===== src/verilog/ctotb_pkg.sv =====
// Purpose: Constants and carriers for the core timing/offset trim bank
// Assumes: APB slave with 32-bit data, one register per aligned word
// Notes: Printed offsets are not all multiples of four, so they are indices
package ctotb_pkg;
	// ****************************************
	// Register indices (byte address = 4 * index)
	// ****************************************
	localparam logic [11:0] IDX_B_S_IN1_DLY = 12'h315;
	localparam logic [11:0] IDX_A_S_IN2_DLY = 12'h31a;
	localparam logic [11:0] IDX_B_S_IN2_DLY = 12'h31b;
	localparam logic [11:0] IDX_A_D_IN1_OFS = 12'h344;
	localparam logic [11:0] IDX_A_D_IN2_OFS = 12'h346;
	localparam logic [11:0] IDX_A_S_IN1_OFS = 12'h348;
	localparam int ADDR_LSB = 2;
	localparam int ADDR_W = 14;

	// ****************************************
	// Field layout and reset values
	// ****************************************
	localparam int DLY_W = 8;
	localparam int OFS_W = 12;
	localparam int OFS_REG_W = 16;
	localparam logic [DLY_W-1:0] DLY_NOMINAL = 8'h00;
	localparam logic [OFS_REG_W-1:0] OFS_NOMINAL = 16'h0000;
	localparam logic [31:0] RD_ZERO = 32'h0000_0000;

	// ****************************************
	// Carriers
	// ****************************************
	typedef struct packed {
		logic [DLY_W-1:0] b_s_in1;
		logic [DLY_W-1:0] a_s_in2;
		logic [DLY_W-1:0] b_s_in2;
	} ctotb_dly_t;

	typedef struct packed {
		logic [OFS_REG_W-1:0] a_d_in1;
		logic [OFS_REG_W-1:0] a_d_in2;
		logic [OFS_REG_W-1:0] a_s_in1;
	} ctotb_ofs_t;

	typedef struct packed {
		logic single_mode;
		logic second_input;
		logic fg_cal_en;
	} ctotb_mode_t;
endpackage


===== src/verilog/ctotb_bank.sv =====
// Purpose: APB-reachable trim bank steering core timing and offset trims
// Assumes: Fuse values valid while fuse_valid_i is high after reset
// Notes: Trim outputs update only on conv_start_i so a conversion sees one value
//
// Register access over APB was chosen for this implementation.
`timescale 1ns/100ps
module ctotb_bank (
	input wire logic clock_i,
	input wire logic rst_n_i,
	input wire logic psel_i,
	input wire logic penable_i,
	input wire logic pwrite_i,
	input wire logic [ctotb_pkg::ADDR_W-1:0] paddr_i,
	input wire logic [31:0] pwdata_i,
	input wire logic [3:0] pstrb_i,
	output logic [31:0] prdata_o,
	output logic pready_o,
	output logic pslverr_o,
	input wire ctotb_pkg::ctotb_dly_t fuse_dly_i,
	input wire ctotb_pkg::ctotb_ofs_t fuse_ofs_i,
	input wire logic fuse_valid_i,
	input wire ctotb_pkg::ctotb_mode_t mode_i,
	input wire logic conv_start_i,
	output logic [ctotb_pkg::DLY_W-1:0] acore_delay_o,
	output logic [ctotb_pkg::DLY_W-1:0] bcore_delay_o,
	output logic [ctotb_pkg::OFS_W-1:0] acore_offset_o,
	output logic acore_delay_en_o,
	output logic bcore_delay_en_o,
	output logic acore_offset_en_o
);
	// ****************************************
	// Register storage
	// ****************************************
	ctotb_pkg::ctotb_dly_t dly;
	ctotb_pkg::ctotb_ofs_t ofs;
	logic fuse_loaded;
	logic bus_ready;

	function automatic logic hit(input logic [11:0] idx,
		input logic [11:0] target);
		hit = (idx == target);
	endfunction

	// ****************************************
	// APB decode
	// ****************************************
	wire logic [11:0] idx = paddr_i[ctotb_pkg::ADDR_W-1:ctotb_pkg::ADDR_LSB];
	wire logic access = psel_i & penable_i;
	wire logic wr = access & pwrite_i;
	wire logic h_b1d = hit(idx, ctotb_pkg::IDX_B_S_IN1_DLY);
	wire logic h_a2d = hit(idx, ctotb_pkg::IDX_A_S_IN2_DLY);
	wire logic h_b2d = hit(idx, ctotb_pkg::IDX_B_S_IN2_DLY);
	wire logic h_a1o = hit(idx, ctotb_pkg::IDX_A_D_IN1_OFS);
	wire logic h_a2o = hit(idx, ctotb_pkg::IDX_A_D_IN2_OFS);
	wire logic h_s1o = hit(idx, ctotb_pkg::IDX_A_S_IN1_OFS);
	wire logic mapped = h_b1d | h_a2d | h_b2d | h_a1o | h_a2o | h_s1o;
	// Writes before fuse load would be lost, so hold the bus off
	// One cycle after load, so read data is never pre-load
	assign pready_o = bus_ready;
	assign pslverr_o = access & bus_ready & ~mapped;
	wire logic wr_ok = wr & bus_ready & mapped;

	wire logic [31:0] rd_mux =
		h_b1d ? {24'h000000, dly.b_s_in1} :
		h_a2d ? {24'h000000, dly.a_s_in2} :
		h_b2d ? {24'h000000, dly.b_s_in2} :
		h_a1o ? {16'h0000, ofs.a_d_in1} :
		h_a2o ? {16'h0000, ofs.a_d_in2} :
		h_s1o ? {16'h0000, ofs.a_s_in1} : ctotb_pkg::RD_ZERO;

	function automatic logic [7:0] lane(input logic [7:0] old,
		input logic [7:0] nw, input logic en);
		lane = en ? nw : old;
	endfunction

	function automatic logic [15:0] ofs_wr(input logic [15:0] old,
		input logic [31:0] wd, input logic [3:0] st);
		ofs_wr = {lane(old[15:8], wd[15:8], st[1]),
			lane(old[7:0], wd[7:0], st[0])};
	endfunction

	// ****************************************
	// Fuse load and software writes
	// ****************************************
	always_ff @(posedge clock_i or negedge rst_n_i) begin
		if (!rst_n_i) begin
			dly <= {3{ctotb_pkg::DLY_NOMINAL}};
			ofs <= {3{ctotb_pkg::OFS_NOMINAL}};
			fuse_loaded <= 1'b0;
		end else if (!fuse_loaded) begin
			if (fuse_valid_i) begin
				dly <= fuse_dly_i;
				ofs <= fuse_ofs_i;
				fuse_loaded <= 1'b1;
			end
		end else if (wr_ok) begin
			if (h_b1d)
				dly.b_s_in1 <= lane(dly.b_s_in1, pwdata_i[7:0], pstrb_i[0]);
			if (h_a2d)
				dly.a_s_in2 <= lane(dly.a_s_in2, pwdata_i[7:0], pstrb_i[0]);
			if (h_b2d)
				dly.b_s_in2 <= lane(dly.b_s_in2, pwdata_i[7:0], pstrb_i[0]);
			if (h_a1o)
				ofs.a_d_in1 <= ofs_wr(ofs.a_d_in1, pwdata_i, pstrb_i);
			if (h_a2o)
				ofs.a_d_in2 <= ofs_wr(ofs.a_d_in2, pwdata_i, pstrb_i);
			if (h_s1o)
				ofs.a_s_in1 <= ofs_wr(ofs.a_s_in1, pwdata_i, pstrb_i);
		end
	end

	always_ff @(posedge clock_i or negedge rst_n_i) begin
		if (!rst_n_i)
			prdata_o <= ctotb_pkg::RD_ZERO;
		else if (psel_i & ~pwrite_i & ~(penable_i & bus_ready))
			prdata_o <= rd_mux;
	end

	// ****************************************
	// Bus ready
	// ****************************************
	always_ff @(posedge clock_i or negedge rst_n_i) begin
		if (!rst_n_i)
			bus_ready <= 1'b0;
		else
			bus_ready <= fuse_loaded;
	end

	// ****************************************
	// Trim selection
	// ****************************************
	wire logic sel_s = mode_i.single_mode & mode_i.fg_cal_en;
	wire logic sel_d = ~mode_i.single_mode & mode_i.fg_cal_en;
	wire logic in2 = mode_i.second_input;
	wire logic next_a_dly_en = sel_s & in2;
	wire logic next_b_dly_en = sel_s;
	wire logic [7:0] next_a_dly = next_a_dly_en ? dly.a_s_in2 : 8'h00;
	wire logic [7:0] next_b_dly = ~sel_s ? 8'h00 :
		in2 ? dly.b_s_in2 : dly.b_s_in1;
	wire logic next_a_ofs_en = sel_d | (sel_s & ~in2);
	wire logic [11:0] next_a_ofs =
		(sel_s & ~in2) ? ofs.a_s_in1[11:0] :
		(sel_d & in2) ? ofs.a_d_in2[11:0] :
		sel_d ? ofs.a_d_in1[11:0] : 12'h000;

	// Sampled per conversion so a write mid-conversion does not glitch
	always_ff @(posedge clock_i or negedge rst_n_i) begin
		if (!rst_n_i) begin
			acore_delay_o <= ctotb_pkg::DLY_NOMINAL;
			bcore_delay_o <= ctotb_pkg::DLY_NOMINAL;
			acore_offset_o <= 12'h000;
			acore_delay_en_o <= 1'b0;
			bcore_delay_en_o <= 1'b0;
			acore_offset_en_o <= 1'b0;
		end else if (conv_start_i) begin
			acore_delay_o <= next_a_dly;
			bcore_delay_o <= next_b_dly;
			acore_offset_o <= next_a_ofs;
			acore_delay_en_o <= next_a_dly_en;
			bcore_delay_en_o <= next_b_dly_en;
			acore_offset_en_o <= next_a_ofs_en;
		end
	end

	// ****************************************
	// Checks
	// ****************************************
	a_fuse_load_val: assert property (@(posedge clock_i) disable iff (!rst_n_i)
		(!fuse_loaded && fuse_valid_i) |=> dly == $past(fuse_dly_i))
		else $error("fuse delay trims not loaded");
	a_ofs_fuse_val: assert property (@(posedge clock_i) disable iff (!rst_n_i)
		(!fuse_loaded && fuse_valid_i) |=> ofs == $past(fuse_ofs_i))
		else $error("fuse offset trims not loaded");
	a_b1_delay_wr: assert property (@(posedge clock_i) disable iff (!rst_n_i)
		(wr_ok && h_b1d && pstrb_i[0]) |=> dly.b_s_in1 == $past(pwdata_i[7:0]))
		else $error("delay trim write lost");
	a_a2_delay_wr: assert property (@(posedge clock_i) disable iff (!rst_n_i)
		(wr_ok && h_a2d && pstrb_i[0]) |=> dly.a_s_in2 == $past(pwdata_i[7:0]))
		else $error("delay trim write lost");
	a_b2_delay_sel: assert property (@(posedge clock_i) disable iff (!rst_n_i)
		(conv_start_i && sel_s && in2) |=> bcore_delay_o == $past(dly.b_s_in2))
		else $error("wrong second core delay trim");
	a_dual_in1_ofs: assert property (@(posedge clock_i) disable iff (!rst_n_i)
		(conv_start_i && sel_d && !in2)
		|=> acore_offset_o == $past(ofs.a_d_in1[11:0]))
		else $error("wrong dual first-input offset");
	a_dual_in2_ofs: assert property (@(posedge clock_i) disable iff (!rst_n_i)
		(conv_start_i && sel_d && in2)
		|=> acore_offset_o == $past(ofs.a_d_in2[11:0]))
		else $error("wrong dual second-input offset");
	a_single_in1_ofs: assert property (@(posedge clock_i) disable iff (!rst_n_i)
		(conv_start_i && sel_s && !in2)
		|=> acore_offset_o == $past(ofs.a_s_in1[11:0]))
		else $error("wrong single first-input offset");
	a_hold_no_conv: assert property (@(posedge clock_i) disable iff (!rst_n_i)
		!conv_start_i |=> $stable(acore_offset_o) && $stable(bcore_delay_o))
		else $error("trim output changed mid conversion");
	a_b1_delay_sel: assert property (@(posedge clock_i) disable iff (!rst_n_i)
		(conv_start_i && sel_s && !in2)
		|=> bcore_delay_o == $past(dly.b_s_in1))
		else $error("wrong second core first-input delay");
	a_a2_delay_sel: assert property (@(posedge clock_i) disable iff (!rst_n_i)
		(conv_start_i && sel_s && in2)
		|=> acore_delay_o == $past(dly.a_s_in2))
		else $error("wrong first core delay trim");
	a_b2_delay_wr: assert property (@(posedge clock_i) disable iff (!rst_n_i)
		(wr_ok && h_b2d && pstrb_i[0])
		|=> dly.b_s_in2 == $past(pwdata_i[7:0]))
		else $error("delay trim write lost");
	a_d1_ofs_wr: assert property (@(posedge clock_i) disable iff (!rst_n_i)
		(wr_ok && h_a1o && pstrb_i[1:0] == 2'b11)
		|=> ofs.a_d_in1 == $past(pwdata_i[15:0]))
		else $error("offset trim write lost");
	a_d2_ofs_wr: assert property (@(posedge clock_i) disable iff (!rst_n_i)
		(wr_ok && h_a2o && pstrb_i[1:0] == 2'b11)
		|=> ofs.a_d_in2 == $past(pwdata_i[15:0]))
		else $error("offset trim write lost");
	a_s1_ofs_wr: assert property (@(posedge clock_i) disable iff (!rst_n_i)
		(wr_ok && h_s1o && pstrb_i[1:0] == 2'b11)
		|=> ofs.a_s_in1 == $past(pwdata_i[15:0]))
		else $error("offset trim write lost");
	a_a_delay_idle: assert property (@(posedge clock_i) disable iff (!rst_n_i)
		(conv_start_i && !(sel_s && in2))
		|=> acore_delay_o == 8'h00 && !acore_delay_en_o)
		else $error("first core delay active when unused");
	a_b_delay_idle: assert property (@(posedge clock_i) disable iff (!rst_n_i)
		(conv_start_i && !sel_s)
		|=> bcore_delay_o == 8'h00 && !bcore_delay_en_o)
		else $error("second core delay active when unused");
	a_ofs_idle: assert property (@(posedge clock_i) disable iff (!rst_n_i)
		(conv_start_i && !mode_i.fg_cal_en)
		|=> acore_offset_o == 12'h000 && !acore_offset_en_o)
		else $error("offset active without calibration");
	a_rd_capture: assert property (@(posedge clock_i) disable iff (!rst_n_i)
		(psel_i && !pwrite_i && !(penable_i && bus_ready))
		|=> prdata_o == $past(rd_mux))
		else $error("read data not captured");
	a_unmapped_err: assert property (@(posedge clock_i) disable iff (!rst_n_i)
		(access && bus_ready && !mapped) |-> pslverr_o)
		else $error("unmapped access not flagged");
	a_no_early_wr: assert property (@(posedge clock_i) disable iff (!rst_n_i)
		(!fuse_loaded && !fuse_valid_i)
		|=> $stable(dly) && $stable(ofs))
		else $error("trims changed before fuse load");
	a_ready_wait: assert property (@(posedge clock_i) disable iff (!rst_n_i)
		!fuse_loaded |-> !pready_o)
		else $error("bus ready before fuse load");
	a_ready_rise: assert property (@(posedge clock_i) disable iff (!rst_n_i)
		fuse_loaded |=> pready_o)
		else $error("bus not ready after fuse load");
	a_hold_enables: assert property (@(posedge clock_i) disable iff (!rst_n_i)
		!conv_start_i |=> $stable(acore_delay_en_o)
		&& $stable(bcore_delay_en_o) && $stable(acore_offset_en_o)
		&& $stable(acore_delay_o))
		else $error("trim enable changed mid conversion");
	a_unmapped_no_wr: assert property (@(posedge clock_i) disable iff (!rst_n_i)
		(access && fuse_loaded && !mapped)
		|=> $stable(dly) && $stable(ofs))
		else $error("unmapped write changed a trim");
	a_single_ofs_en: assert property (@(posedge clock_i) disable iff (!rst_n_i)
		(conv_start_i && sel_s && !in2) |=> acore_offset_en_o)
		else $error("single offset not enabled");
	a_rd_upper_zero: assert property (@(posedge clock_i) disable iff (!rst_n_i)
		prdata_o[31:16] == 16'h0000)
		else $error("read data upper half not zero");
	a_single_b_en: assert property (@(posedge clock_i) disable iff (!rst_n_i)
		(conv_start_i && sel_s) |=> bcore_delay_en_o)
		else $error("second core delay not enabled");
	a_dual_dly_off: assert property (@(posedge clock_i) disable iff (!rst_n_i)
		(conv_start_i && sel_d)
		|=> !acore_delay_en_o && !bcore_delay_en_o)
		else $error("delay trim enabled in dual mode");
	a_strb_hold: assert property (@(posedge clock_i) disable iff (!rst_n_i)
		(wr_ok && h_b1d && !pstrb_i[0]) |=> $stable(dly.b_s_in1))
		else $error("masked byte written");
	a_dual_ofs_en: assert property (@(posedge clock_i) disable iff (!rst_n_i)
		(conv_start_i && sel_d) |=> acore_offset_en_o)
		else $error("dual offset not enabled");
endmodule


===== config.mk =====
export PLATFORM = sky130hd
export DESIGN_NAME = ctotb_bank
export DESIGN_NICKNAME = d
export VERILOG_FILES = /design/src/verilog/ctotb_pkg.sv /design/src/verilog/ctotb_bank.sv
export SDC_FILE = /design/constraint.sdc
export NUM_CORES = 1
export LEC_CHECK = 0
export ABC_AREA = 1
export BUFFER_PORTS_ARGS = -buffer_cell sky130_fd_sc_hd__buf_2
export CORE_MARGIN = 2
export CORE_UTILIZATION = 45
export CTS_CLUSTER_SIZE = 25
export DETAILED_ROUTE_END_ITERATION = 8
export PLACE_DENSITY = 0.79
export SYNTH_ARGS = -nofsm -noshare
export SYNTH_HDL_FRONTEND = slang
export SYNTH_SLANG_ARGS = --single-unit
export TNS_END_PERCENT = 50

===== constraint.sdc =====
create_clock -name clock_i -period 1.9 [get_ports clock_i]
set_input_delay 0.095 -clock clock_i [delete_from_list [all_inputs] [get_ports clock_i]]
set_output_delay 0.095 -clock clock_i [all_outputs]
set_load 0.01 [all_outputs]

==> impl_metrics.env, run 1 <==
export IMPL_die_h_um=125
export IMPL_clockBufferDepth=2
export IMPL_clock_root_buffer="clkbuf_16"
export IMPL_crit_type="reg -> reg"
export IMPL_min_period_over_period_pct=84.5
export IMPL_crit_top_cell="nand2_1"
export IMPL_port_buffers=160
export IMPL_dr_pass1_iters=6
export IMPL_arrival_ns=1.91
export IMPL_cts_tree="built"
export IMPL_cts_setup_buffers=0
export IMPL_yosys_warnings=0
export IMPL_first_iter_violations=865
export IMPL_drt_total_wl_um=19900
export IMPL_cts_made_buffers=17
export IMPL_power_mw=6.47
export IMPL_chipWidth_um=125
export IMPL_hold_viol_final=0
export IMPL_required_ns=2.20
export IMPL_antenna_found_initial=0
export IMPL_place_area_sq_um=7680
export IMPL_via_per_inst=5.31
export IMPL_setup_viol=0
export IMPL_irDropWorstVdd_uv=681
export IMPL_die_area_sq_um=15700
export IMPL_worstReg2RegStart="fuse_loaded$_DFF_PN0_"
export IMPL_hold_buffers=6
export IMPL_crit_chain="buf_4, nand2_1, nand2_1, buf_12, nand3_1, nand2_1, nand2_1"
export IMPL_seq_area_frac_synth_pct=45.7
export IMPL_slew_headroom_pct=63.0
export IMPL_cpPeakStageDelay_ns=0.38
export IMPL_finalInstanceArea_sq_um=8310
export IMPL_ios=197
export IMPL_final_common_cell="nand2_1"
export IMPL_std_cell_rows=44
export IMPL_drv_cap=0
export IMPL_drive_above_1_share_pct=22.0
export IMPL_drc_errors=0
export IMPL_area_growth_pct=25.4
export IMPL_finalNetCount=1229
export IMPL_setup_slack_ns=0.295
export IMPL_post_drt_wl_per_cell_um=15.4
export IMPL_dp_cells=1256
export IMPL_powerDensity_nw_per_um2=778
export IMPL_tightest_slew_ns=0.552
export IMPL_n_antenna_cell=0
export IMPL_fin_util_pct=57.4
export IMPL_status="complete, no violations"
export IMPL_path_clk_slew_ns=0.06
export IMPL_stdcell_count=1294
export IMPL_final_cell_mix="408 x nand2_1, 159 x buf_2, 121 x dfrtp_1"
export IMPL_crit_buf_inv=2
export IMPL_grt_first_pass_wirelength_um=32400
export IMPL_critical_path_max_fanout=54
export IMPL_htreeDepth=4
export IMPL_end_kind="flip-flop"
export IMPL_grt_max_degree=74
export IMPL_ys_types=31
export IMPL_clock_sinks=121
export IMPL_cp_start_kind="flip-flop"
export IMPL_ant_nets=0
export IMPL_fmax_ghz=0.623
export IMPL_power_leakage_nw=4.54
export IMPL_dp_hpwl_um=14900
export IMPL_syn_inst=922
export IMPL_finalClockSkew_ns=0.00736
export IMPL_post_cts_resize_count=0
export IMPL_synth_area_sq_um=6630
export IMPL_min_period_ns=1.60
export IMPL_slew_viol_final=0
export IMPL_vias=6866
export IMPL_clk_latency_ns=0.42
export IMPL_start_util_pct=45.8
export IMPL_rsz0062_at_grt="false"
export IMPL_synth_seq_cells=121
export IMPL_core_area_sq_um=14500
export IMPL_hp_class="in -> reg"
export IMPL_synth_avg_cell_area_sq_um=7.19
export IMPL_post_place_ws_ns=-0.111
export IMPL_gp_congestion=0.891
export IMPL_crit_start="fuse_loaded$_DFF_PN0_"
export IMPL_first_global_vias=6323
export IMPL_crit_slowest_cell="dfrtp_1"
export IMPL_min_from="fuse_ofs_i[31]"
export IMPL_crit_family="simple AND/OR/NAND/NOR gates"
export IMPL_grt_usage_pct=25.8
export IMPL_globalRoute_totalOverflow=0
## layout make-up
type	instances	area (sq um)
Clock buffer	20	447
Timing Repair Buffer	199	1150
Fill cell	1347	6160
Sequential cell	121	3030
Clock inverter	12	126
Multi-Input combinational cell	703	3130
Inverter	55	206
Tap cell	184	230
## kinds of logic after synthesis
logic type,after synthesis,synth area share (%)
AND/OR/NAND/NOR,599,38.5
buffers and inverters,113,7.97
other,1,0.0566
flip-flops,121,45.7
AO/OA/AOI/OAI,88,7.76
## Yosys cell counts, drive strengths merged
cell type | count | share of area (%)
or2 | 2 | 0.19
o211ai | 6 | 0.68
buf | 30 | 3.3
conb | 1 | 0.057
nand4 | 52 | 4.9
nand3 | 74 | 5.8
clkbuf | 28 | 1.6
nor3b | 1 | 0.11
a21oi | 19 | 1.4
dfrtp | 121 | 46
a41oi | 1 | 0.13
nand2 | 413 | 24
nor2 | 50 | 3.1
nand3b | 5 | 0.57
o21ai | 29 | 2.2
a22oi | 8 | 0.91
inv | 55 | 3.1
o22ai | 5 | 0.47
and2 | 2 | 0.19
a31oi | 20 | 1.9
## worst paths after layout
kind	end	slack, ns	cells after the start
worst max-delay path	dly[21]$_DFFE_PN0P_	0.30	7
worst max register to register	dly[21]$_DFFE_PN0P_	0.30	7
worst min-delay path	ofs[31]$_DFFE_PN0P_	0.01	5
max in group asynchronous	bcore_delay_o[3]$_DFFE_PN0P_	1.09	3
min in group asynchronous	ofs[28]$_DFFE_PN0P_	0.12	2
worst min register to register	ofs[46]$_DFFE_PN0P_	0.47	2
## report_power, final
group	switching (mW)	leakage (nW)	total [mW]	internal (mW)
clock network	1.16	0.268	3.11	1.95
registers	0.0870	1.63	2.77	2.68
logic	0.361	2.64	0.587	0.226
## layer usage
layer | vias to the layer above | share of wire (%) | track usage (%) | routed length, um
li1 | 3334 | - | - | -
met1 | 3124 | 46 | 39.0 | 9230
met2 | 379 | 42 | 37.1 | 8430
met3 | 29 | 10 | 6.55 | 2000
met4 | 0 | 1.5 | 6.67 | 294
met5 | - | 0 | 0 | 0
## worst min-delay path: stages
cell,delay [ns]
buf_2,0.07
nand2_1,0.04
nand2_1,0.05
nand3_1,0.07
nand2_1,0.06
## state kept, by name, indices dropped and copies added, names as in the netlist
name               flops
ofs                   48
dly                   24
prdata_o              16
acore_offset_o        12
acore_delay_o          8
bcore_delay_o          8
acore_delay_en_o       1
acore_offset_en_o      1
bcore_delay_en_o       1
fuse_loaded            1
pready_o               1
## through the flow
stage                     setup TNS [ns]  hold WS [ns]
after floorplan                        0        -0.201
after global placement                 0       0.00100
after detailed placement           -2.92       0.00252
after CTS                              0       0.00426
after global routing                   0        0.0188
final                                  0        0.0118
Power figures use the tool's default switching activity.
==> run 2, diff against run 1 <==
--- a/config.mk
+++ b/config.mk
@@ -11,7 +11,7 @@
 export CORE_UTILIZATION = 45
 export CTS_CLUSTER_SIZE = 25
 export DETAILED_ROUTE_END_ITERATION = 8
-export PLACE_DENSITY = 0.79
+export PLACE_DENSITY = 0.82
 export SYNTH_ARGS = -nofsm -noshare
 export SYNTH_HDL_FRONTEND = slang
 export SYNTH_SLANG_ARGS = --single-unit
==> constraint.sdc (replaced) <==
create_clock -name clock_i -period 1.35 [get_ports clock_i]
set_input_delay 0.0675 -clock clock_i [delete_from_list [all_inputs] [get_ports clock_i]]
set_output_delay 0.0675 -clock clock_i [all_outputs]
set_load 0.01 [all_outputs]
==> impl_metrics.env, run 2 (same netlist as run 1, synthesis figures left out) <==
export IMPL_status="finished with violations"
export IMPL_violations="negative hold slack, negative setup slack"
export IMPL_ant_nets=0
export IMPL_dp_hpwl_um=15700
export IMPL_arrival_ns=1.79
export IMPL_setup_slack_ns=-0.0864
export IMPL_first_iter_violations=1260
export IMPL_antenna_found_initial=0
export IMPL_end_kind="flip-flop"
export IMPL_cpPeakStageDelay_ns=0.38
export IMPL_final_common_cell="nand2_1"
export IMPL_fin_util_pct=65.0
export IMPL_reg2reg_depth=8
export IMPL_clock_root_buffer="clkbuf_16"
export IMPL_power_leakage_nw=4.97
export IMPL_ios=197
export IMPL_seq_power_share_pct=41.1
export IMPL_vias=7928
export IMPL_core_area_sq_um=14500
export IMPL_post_drt_wl_per_cell_um=18.5
export IMPL_whs_ns=-0.00519
export IMPL_port_buffers=160
export IMPL_chipWidth_um=125
export IMPL_fmax_ghz=0.696
export IMPL_n_antenna_cell=0
export IMPL_top_register="ofs"
export IMPL_p_comb_share_pct=10.3
export IMPL_die_area_sq_um=15700
export IMPL_gp_congestion=0.926
export IMPL_path_clk_slew_ns=0.05
export IMPL_die_h_um=125
export IMPL_grt_usage_pct=28.6
export IMPL_largestRegisters="ofs x48, dly x24, prdata_o x16"
export IMPL_worstReg2RegStart="pready_o$_DFF_PN0_"
export IMPL_start_util_pct=45.8
export IMPL_crit_buf_inv=2
export IMPL_std_cell_rows=44
export IMPL_drt_total_wl_um=25000
export IMPL_largest_reg_flops=48
export IMPL_min_period_ns=1.44
export IMPL_clock_sinks=121
export IMPL_crit_chain="nand3_2, nor2_2, buf_6, nand2_8, nand2_8, buf_8, nand4_1, nand2_1"
export IMPL_cp_start_kind="flip-flop"
export IMPL_irDropWorstVdd_uv=796
export IMPL_clockPowerShare_pct=48.7
export IMPL_grt_max_degree=55
export IMPL_clk_latency_ns=0.42
export IMPL_crit_type="reg -> reg"
export IMPL_finalClockSkew_ns=0.00622
export IMPL_critical_path_max_fanout=6
export IMPL_hp_class="in -> reg"
export IMPL_finalNetCount=1285
export IMPL_r2r_slack_ns=-0.09
export IMPL_grt_first_pass_wirelength_um=35800
export IMPL_p_sw_share_pct=25.5
export IMPL_drv_cap=0
export IMPL_dr_pass1_iters=8
export IMPL_rsz0062_at_grt="true"
export IMPL_cts_tree="built"
export IMPL_crit_slowest_cell="dfrtp_1"
export IMPL_drive_above_1_share_pct=30.9
export IMPL_hold_end="dly[15]$_DFFE_PN0P_"
export IMPL_finalInstanceArea_sq_um=9410
export IMPL_clockBufferDepth=2
export IMPL_intPower_mw=7.10
export IMPL_via_per_inst=5.87
export IMPL_first_global_vias=6883
export IMPL_required_ns=1.70
export IMPL_htreeDepth=4
export IMPL_cts_made_buffers=17
export IMPL_powerDensity_nw_per_um2=1010
export IMPL_globalRoute_totalOverflow=0
export IMPL_place_area_sq_um=8060
export IMPL_area_growth_pct=42.0
export IMPL_drc_errors=0
export IMPL_slew_viol_final=0
export IMPL_crit_family="simple AND/OR/NAND/NOR gates"
export IMPL_rr_endpoint="ofs[5]$_DFFE_PN0P_"
export IMPL_power_switching_mw=2.43
export IMPL_min_period_over_period_pct=106
export IMPL_final_cell_mix="368 x nand2_1, 159 x buf_2, 120 x dfrtp_1"
export IMPL_hold_viol_final=3
export IMPL_hold_depth=5
export IMPL_min_from="fuse_dly_i[15]"
export IMPL_crit_top_cell="nand2_8"
export IMPL_setup_viol=37
==> run 2: cell types whose count changed in the layout (fill, tap and decap cells not counted), moves of 5 or more <==
| cell | change |
|---|---|
| nand2_8 | +6 |
| nand3_2 | +9 |
| buf_6 | +10 |
| nand2_2 | +32 |
| buf_12 | +8 |
| nand2_1 | -40 |
| buf_4 | +20 |
| dlygate4sd3_1 | +10 |
| nand3_1 | -21 |
| nand2_4 | +5 |
| nand3_4 | +12 |
==> run 2: per-stage QoR <==
stage                     instances  setup WS (ns)  hold WS [ns]  power, mW  setup TNS (ns)
final                          1350        -0.0864      -0.00519       9.54          -0.896
after CTS                      1341        -0.0590      0.000535       9.38           -2.13
after global placement         1289         -0.287       -0.0341       4.78          -18.50
after floorplan                 937        -0.0668        -0.228       4.34          -0.315
after global routing           1350         -0.134        0.0224       9.78           -5.16
after detailed placement       1289         -0.351       -0.0290       4.80          -21.63
==> run 2: final cells by class <==
type | instances | area (sq um)
clock buffer | 20 | 447
tap | 184 | 230
timing repair buffer | 252 | 1770
fill | 1134 | 5070
inverter | 55 | 214
clock inverter | 12 | 150
sequential | 121 | 3030
multi-input combinational | 706 | 3570
==> run 2: worst max path at each step <==
stage,depth (start not counted),end,startpoint,slack [ns]
floorplan,8,prdata_o[6]$_DFFE_PN0P_,pready_o$_DFF_PN0_,-0.07
global placement,13,ofs[16]$_DFFE_PN0P_,paddr_i[9],-0.29
detailed placement,13,dly[0]$_DFFE_PN0P_,paddr_i[7],-0.35
CTS,8,ofs[5]$_DFFE_PN0P_,pready_o$_DFF_PN0_,-0.06
global route,8,ofs[5]$_DFFE_PN0P_,pready_o$_DFF_PN0_,-0.13
finish,8,ofs[5]$_DFFE_PN0P_,pready_o$_DFF_PN0_,-0.09
==> run 2: power groups by stage <==
| stage | combinational [mW] | clock (mW) | sequential [mW] |
|---|---|---|---|
| detailed placement | 0.847 | 0 | 3.95 |
| global route | 1.07 | 4.79 | 3.92 |
| finish | 0.980 | 4.64 | 3.92 |
| CTS | 0.902 | 4.59 | 3.89 |
| floorplan | 0.398 | 0 | 3.94 |
| global placement | 0.831 | 0 | 3.95 |
==> run 2: timing repair <==
action                     CTS  global route
setup buffers                0             6
resized for setup           35            72
setup endpoints to repair   82            84
pin swaps                    5            30
cloned                       4             3
hold buffers                16             0
hold endpoints to repair   135             0
==> run 2: tightest hold or removal path: stages <==
cell and delay (ns):
buf_2 0.07, nand2_1 0.04, nand2_1 0.05, nand4_1 0.09
nand2_1 0.07
==> run 2: metal layers <==
layer / GRT usage (%) / vias to the layer above / wire [um] / part of all wire, %
li1: - / 3471 / - / -
met1: 39.8 / 3574 / 9530 / 38
met2: 42.8 / 743 / 11000 / 44
met3: 8.22 / 140 / 3300 / 13
met4: 10.1 / 0 / 1160 / 4.7
met5: 0 / - / 0 / 0
==> run 3, diff against run 2 <==
--- a/config.mk
+++ b/config.mk
@@ -11,7 +11,9 @@
 export CORE_UTILIZATION = 45
 export CTS_CLUSTER_SIZE = 25
 export DETAILED_ROUTE_END_ITERATION = 8
+export MAX_ROUTING_LAYER = met4
 export PLACE_DENSITY = 0.82
+export SKIP_CTS_REPAIR_TIMING = 1
 export SYNTH_ARGS = -nofsm -noshare
 export SYNTH_HDL_FRONTEND = slang
 export SYNTH_SLANG_ARGS = --single-unit
==> impl_metrics.env, run 3 (same netlist as run 1, synthesis figures left out) <==
export IMPL_rr_endpoint="ofs[43]$_DFFE_PN0P_"
export IMPL_core_area_sq_um=14500
export IMPL_crit_chain="nand3_2, nor2_2, buf_6, nand3_2, nand2_4, clkbuf_16, nand3_1, nand2_1"
export IMPL_final_cell_mix="396 x nand2_1, 159 x buf_2, 121 x dfrtp_1"
export IMPL_violations="negative hold slack, negative setup slack"
export IMPL_grt_usage_pct=27.7
export IMPL_start_util_pct=45.8
export IMPL_arrival_ns=1.78
export IMPL_cts_tree="built"
export IMPL_die_h_um=125
export IMPL_hold_depth=5
export IMPL_finalNetCount=1261
export IMPL_hold_viol_final=10
export IMPL_crit_family="simple AND/OR/NAND/NOR gates"
export IMPL_setup_viol=47
export IMPL_end_kind="flip-flop"
export IMPL_hp_class="in -> reg"
export IMPL_crit_slowest_cell="dfrtp_1"
export IMPL_final_common_cell="nand2_1"
export IMPL_min_from="fuse_ofs_i[44]"
export IMPL_vias=7196
export IMPL_via_per_inst=5.43
export IMPL_slew_viol_final=0
export IMPL_largest_reg_flops=48
export IMPL_critical_path_max_fanout=7
export IMPL_gp_congestion=0.924
export IMPL_top_register="ofs"
export IMPL_status="finished with violations"
export IMPL_grt_max_degree=73
export IMPL_path_clk_slew_ns=0.06
export IMPL_clockPowerShare_pct=47.4
export IMPL_whs_ns=-0.0261
export IMPL_min_period_over_period_pct=106
export IMPL_first_global_vias=6556
export IMPL_irDropWorstVdd_uv=871
export IMPL_clock_sinks=121
export IMPL_intPower_mw=6.69
export IMPL_worstReg2RegStart="pready_o$_DFF_PN0_"
export IMPL_cpPeakStageDelay_ns=0.38
export IMPL_reg2reg_depth=8
export IMPL_setup_slack_ns=-0.0809
export IMPL_std_cell_rows=44
export IMPL_finalInstanceArea_sq_um=8900
export IMPL_crit_top_cell="nand3_2"
export IMPL_place_area_sq_um=8070
export IMPL_post_drt_wl_per_cell_um=16.3
export IMPL_clockBufferDepth=2
export IMPL_clk_latency_ns=0.42
export IMPL_r2r_slack_ns=-0.08
export IMPL_die_area_sq_um=15700
export IMPL_fmax_ghz=0.699
export IMPL_hold_end="ofs[44]$_DFFE_PN0P_"
export IMPL_clock_root_buffer="clkbuf_16"
export IMPL_cts_made_buffers=17
export IMPL_globalRoute_totalOverflow=0
export IMPL_ios=197
export IMPL_power_switching_mw=2.43
export IMPL_power_leakage_nw=4.81
export IMPL_drive_above_1_share_pct=27.4
export IMPL_required_ns=1.70
export IMPL_port_buffers=160
export IMPL_chipWidth_um=125
export IMPL_powerDensity_nw_per_um2=1020
export IMPL_antenna_found_initial=0
export IMPL_drc_errors=0
export IMPL_cp_start_kind="flip-flop"
export IMPL_htreeDepth=4
export IMPL_grt_first_pass_wirelength_um=33500
export IMPL_crit_buf_inv=2
export IMPL_largestRegisters="ofs x48, dly x24, prdata_o x16"
export IMPL_drv_cap=0
export IMPL_drt_total_wl_um=21600
export IMPL_first_iter_violations=827
export IMPL_rsz0062_at_grt="true"
export IMPL_min_period_ns=1.43
export IMPL_crit_type="reg -> reg"
export IMPL_ant_nets=0
export IMPL_dr_pass1_iters=6
export IMPL_p_comb_share_pct=9.8
export IMPL_n_antenna_cell=0
export IMPL_finalClockSkew_ns=0.00571
export IMPL_post_place_ws_ns=-0.423
export IMPL_area_growth_pct=34.3
export IMPL_dp_hpwl_um=15900
export IMPL_p_sw_share_pct=26.7
export IMPL_seq_power_share_pct=42.8
run 3: worst max path at each step:
stage / from / end / slack (ns) / cells past startpoint
2_1_floorplan: pready_o$_DFF_PN0_ / prdata_o[6]$_DFFE_PN0P_ / -0.07 / 8
3_3_place_gp: paddr_i[9] / ofs[17]$_DFFE_PN0P_ / -0.30 / 13
3_5_place_dp: paddr_i[9] / dly[7]$_DFFE_PN0P_ / -0.42 / 13
4_1_cts: pready_o$_DFF_PN0_ / ofs[22]$_DFFE_PN0P_ / -0.18 / 8
5_1_grt: pready_o$_DFF_PN0_ / dly[21]$_DFFE_PN0P_ / -0.17 / 8
6_report: pready_o$_DFF_PN0_ / ofs[43]$_DFFE_PN0P_ / -0.08 / 8
run 3: power by group through the flow:
| stage | registers [mW] | logic [mW] | clock network, mW |
|---|---|---|---|
| finish | 3.90 | 0.893 | 4.32 |
| global route | 3.91 | 0.999 | 4.51 |
| CTS | 3.89 | 0.858 | 4.33 |
| detailed placement | 3.96 | 0.852 | 0 |
| global placement | 3.95 | 0.834 | 0 |
| floorplan | 3.94 | 0.398 | 0 |
run 3: area by class of cell:
cell class	instances	area [sq um]
clock inverter	15	145
inverter	55	211
timing repair buffer	229	1520
multi-input combinational	705	3350
tap	184	230
clock buffer	17	425
fill	1224	5580
sequential	121	3030
run 3: through the flow:
stage	setup TNS (ns)	power [mW]	util (%)	hold WS (ns)	std cells
2_1_floorplan	-0.315	4.34	-	-0.228	937
3_3_place_gp	-18.74	4.78	55.7	0.00900	1286
3_5_place_dp	-25.95	4.81	55.7	0.0131	1286
4_1_cts	-8.13	9.08	59.7	-0.428	1318
5_1_grt	-8.06	9.42	61.5	0.00728	1326
6_report	-1.21	9.12	61.5	-0.0261	1326
run 3: worst reg2reg max path, stage by stage, from the launching register on:
cell	delay, ns
dfrtp_1	0.38
nand3_2	0.09
nor2_2	0.13
buf_6	0.13
nand3_2	0.11
nand2_4	0.18
clkbuf_16	0.18
nand3_1	0.09
nand2_1	0.09
run 3: per-layer routing:
metal | vias up | track usage [%] | share of wire (%)
li1 | 3413 | - | -
met5 | - | - | 0
met4 | 0 | 9.48 | 2.9
met3 | 58 | 7.23 | 11
met2 | 447 | 39.6 | 44
met1 | 3278 | 38.5 | 42
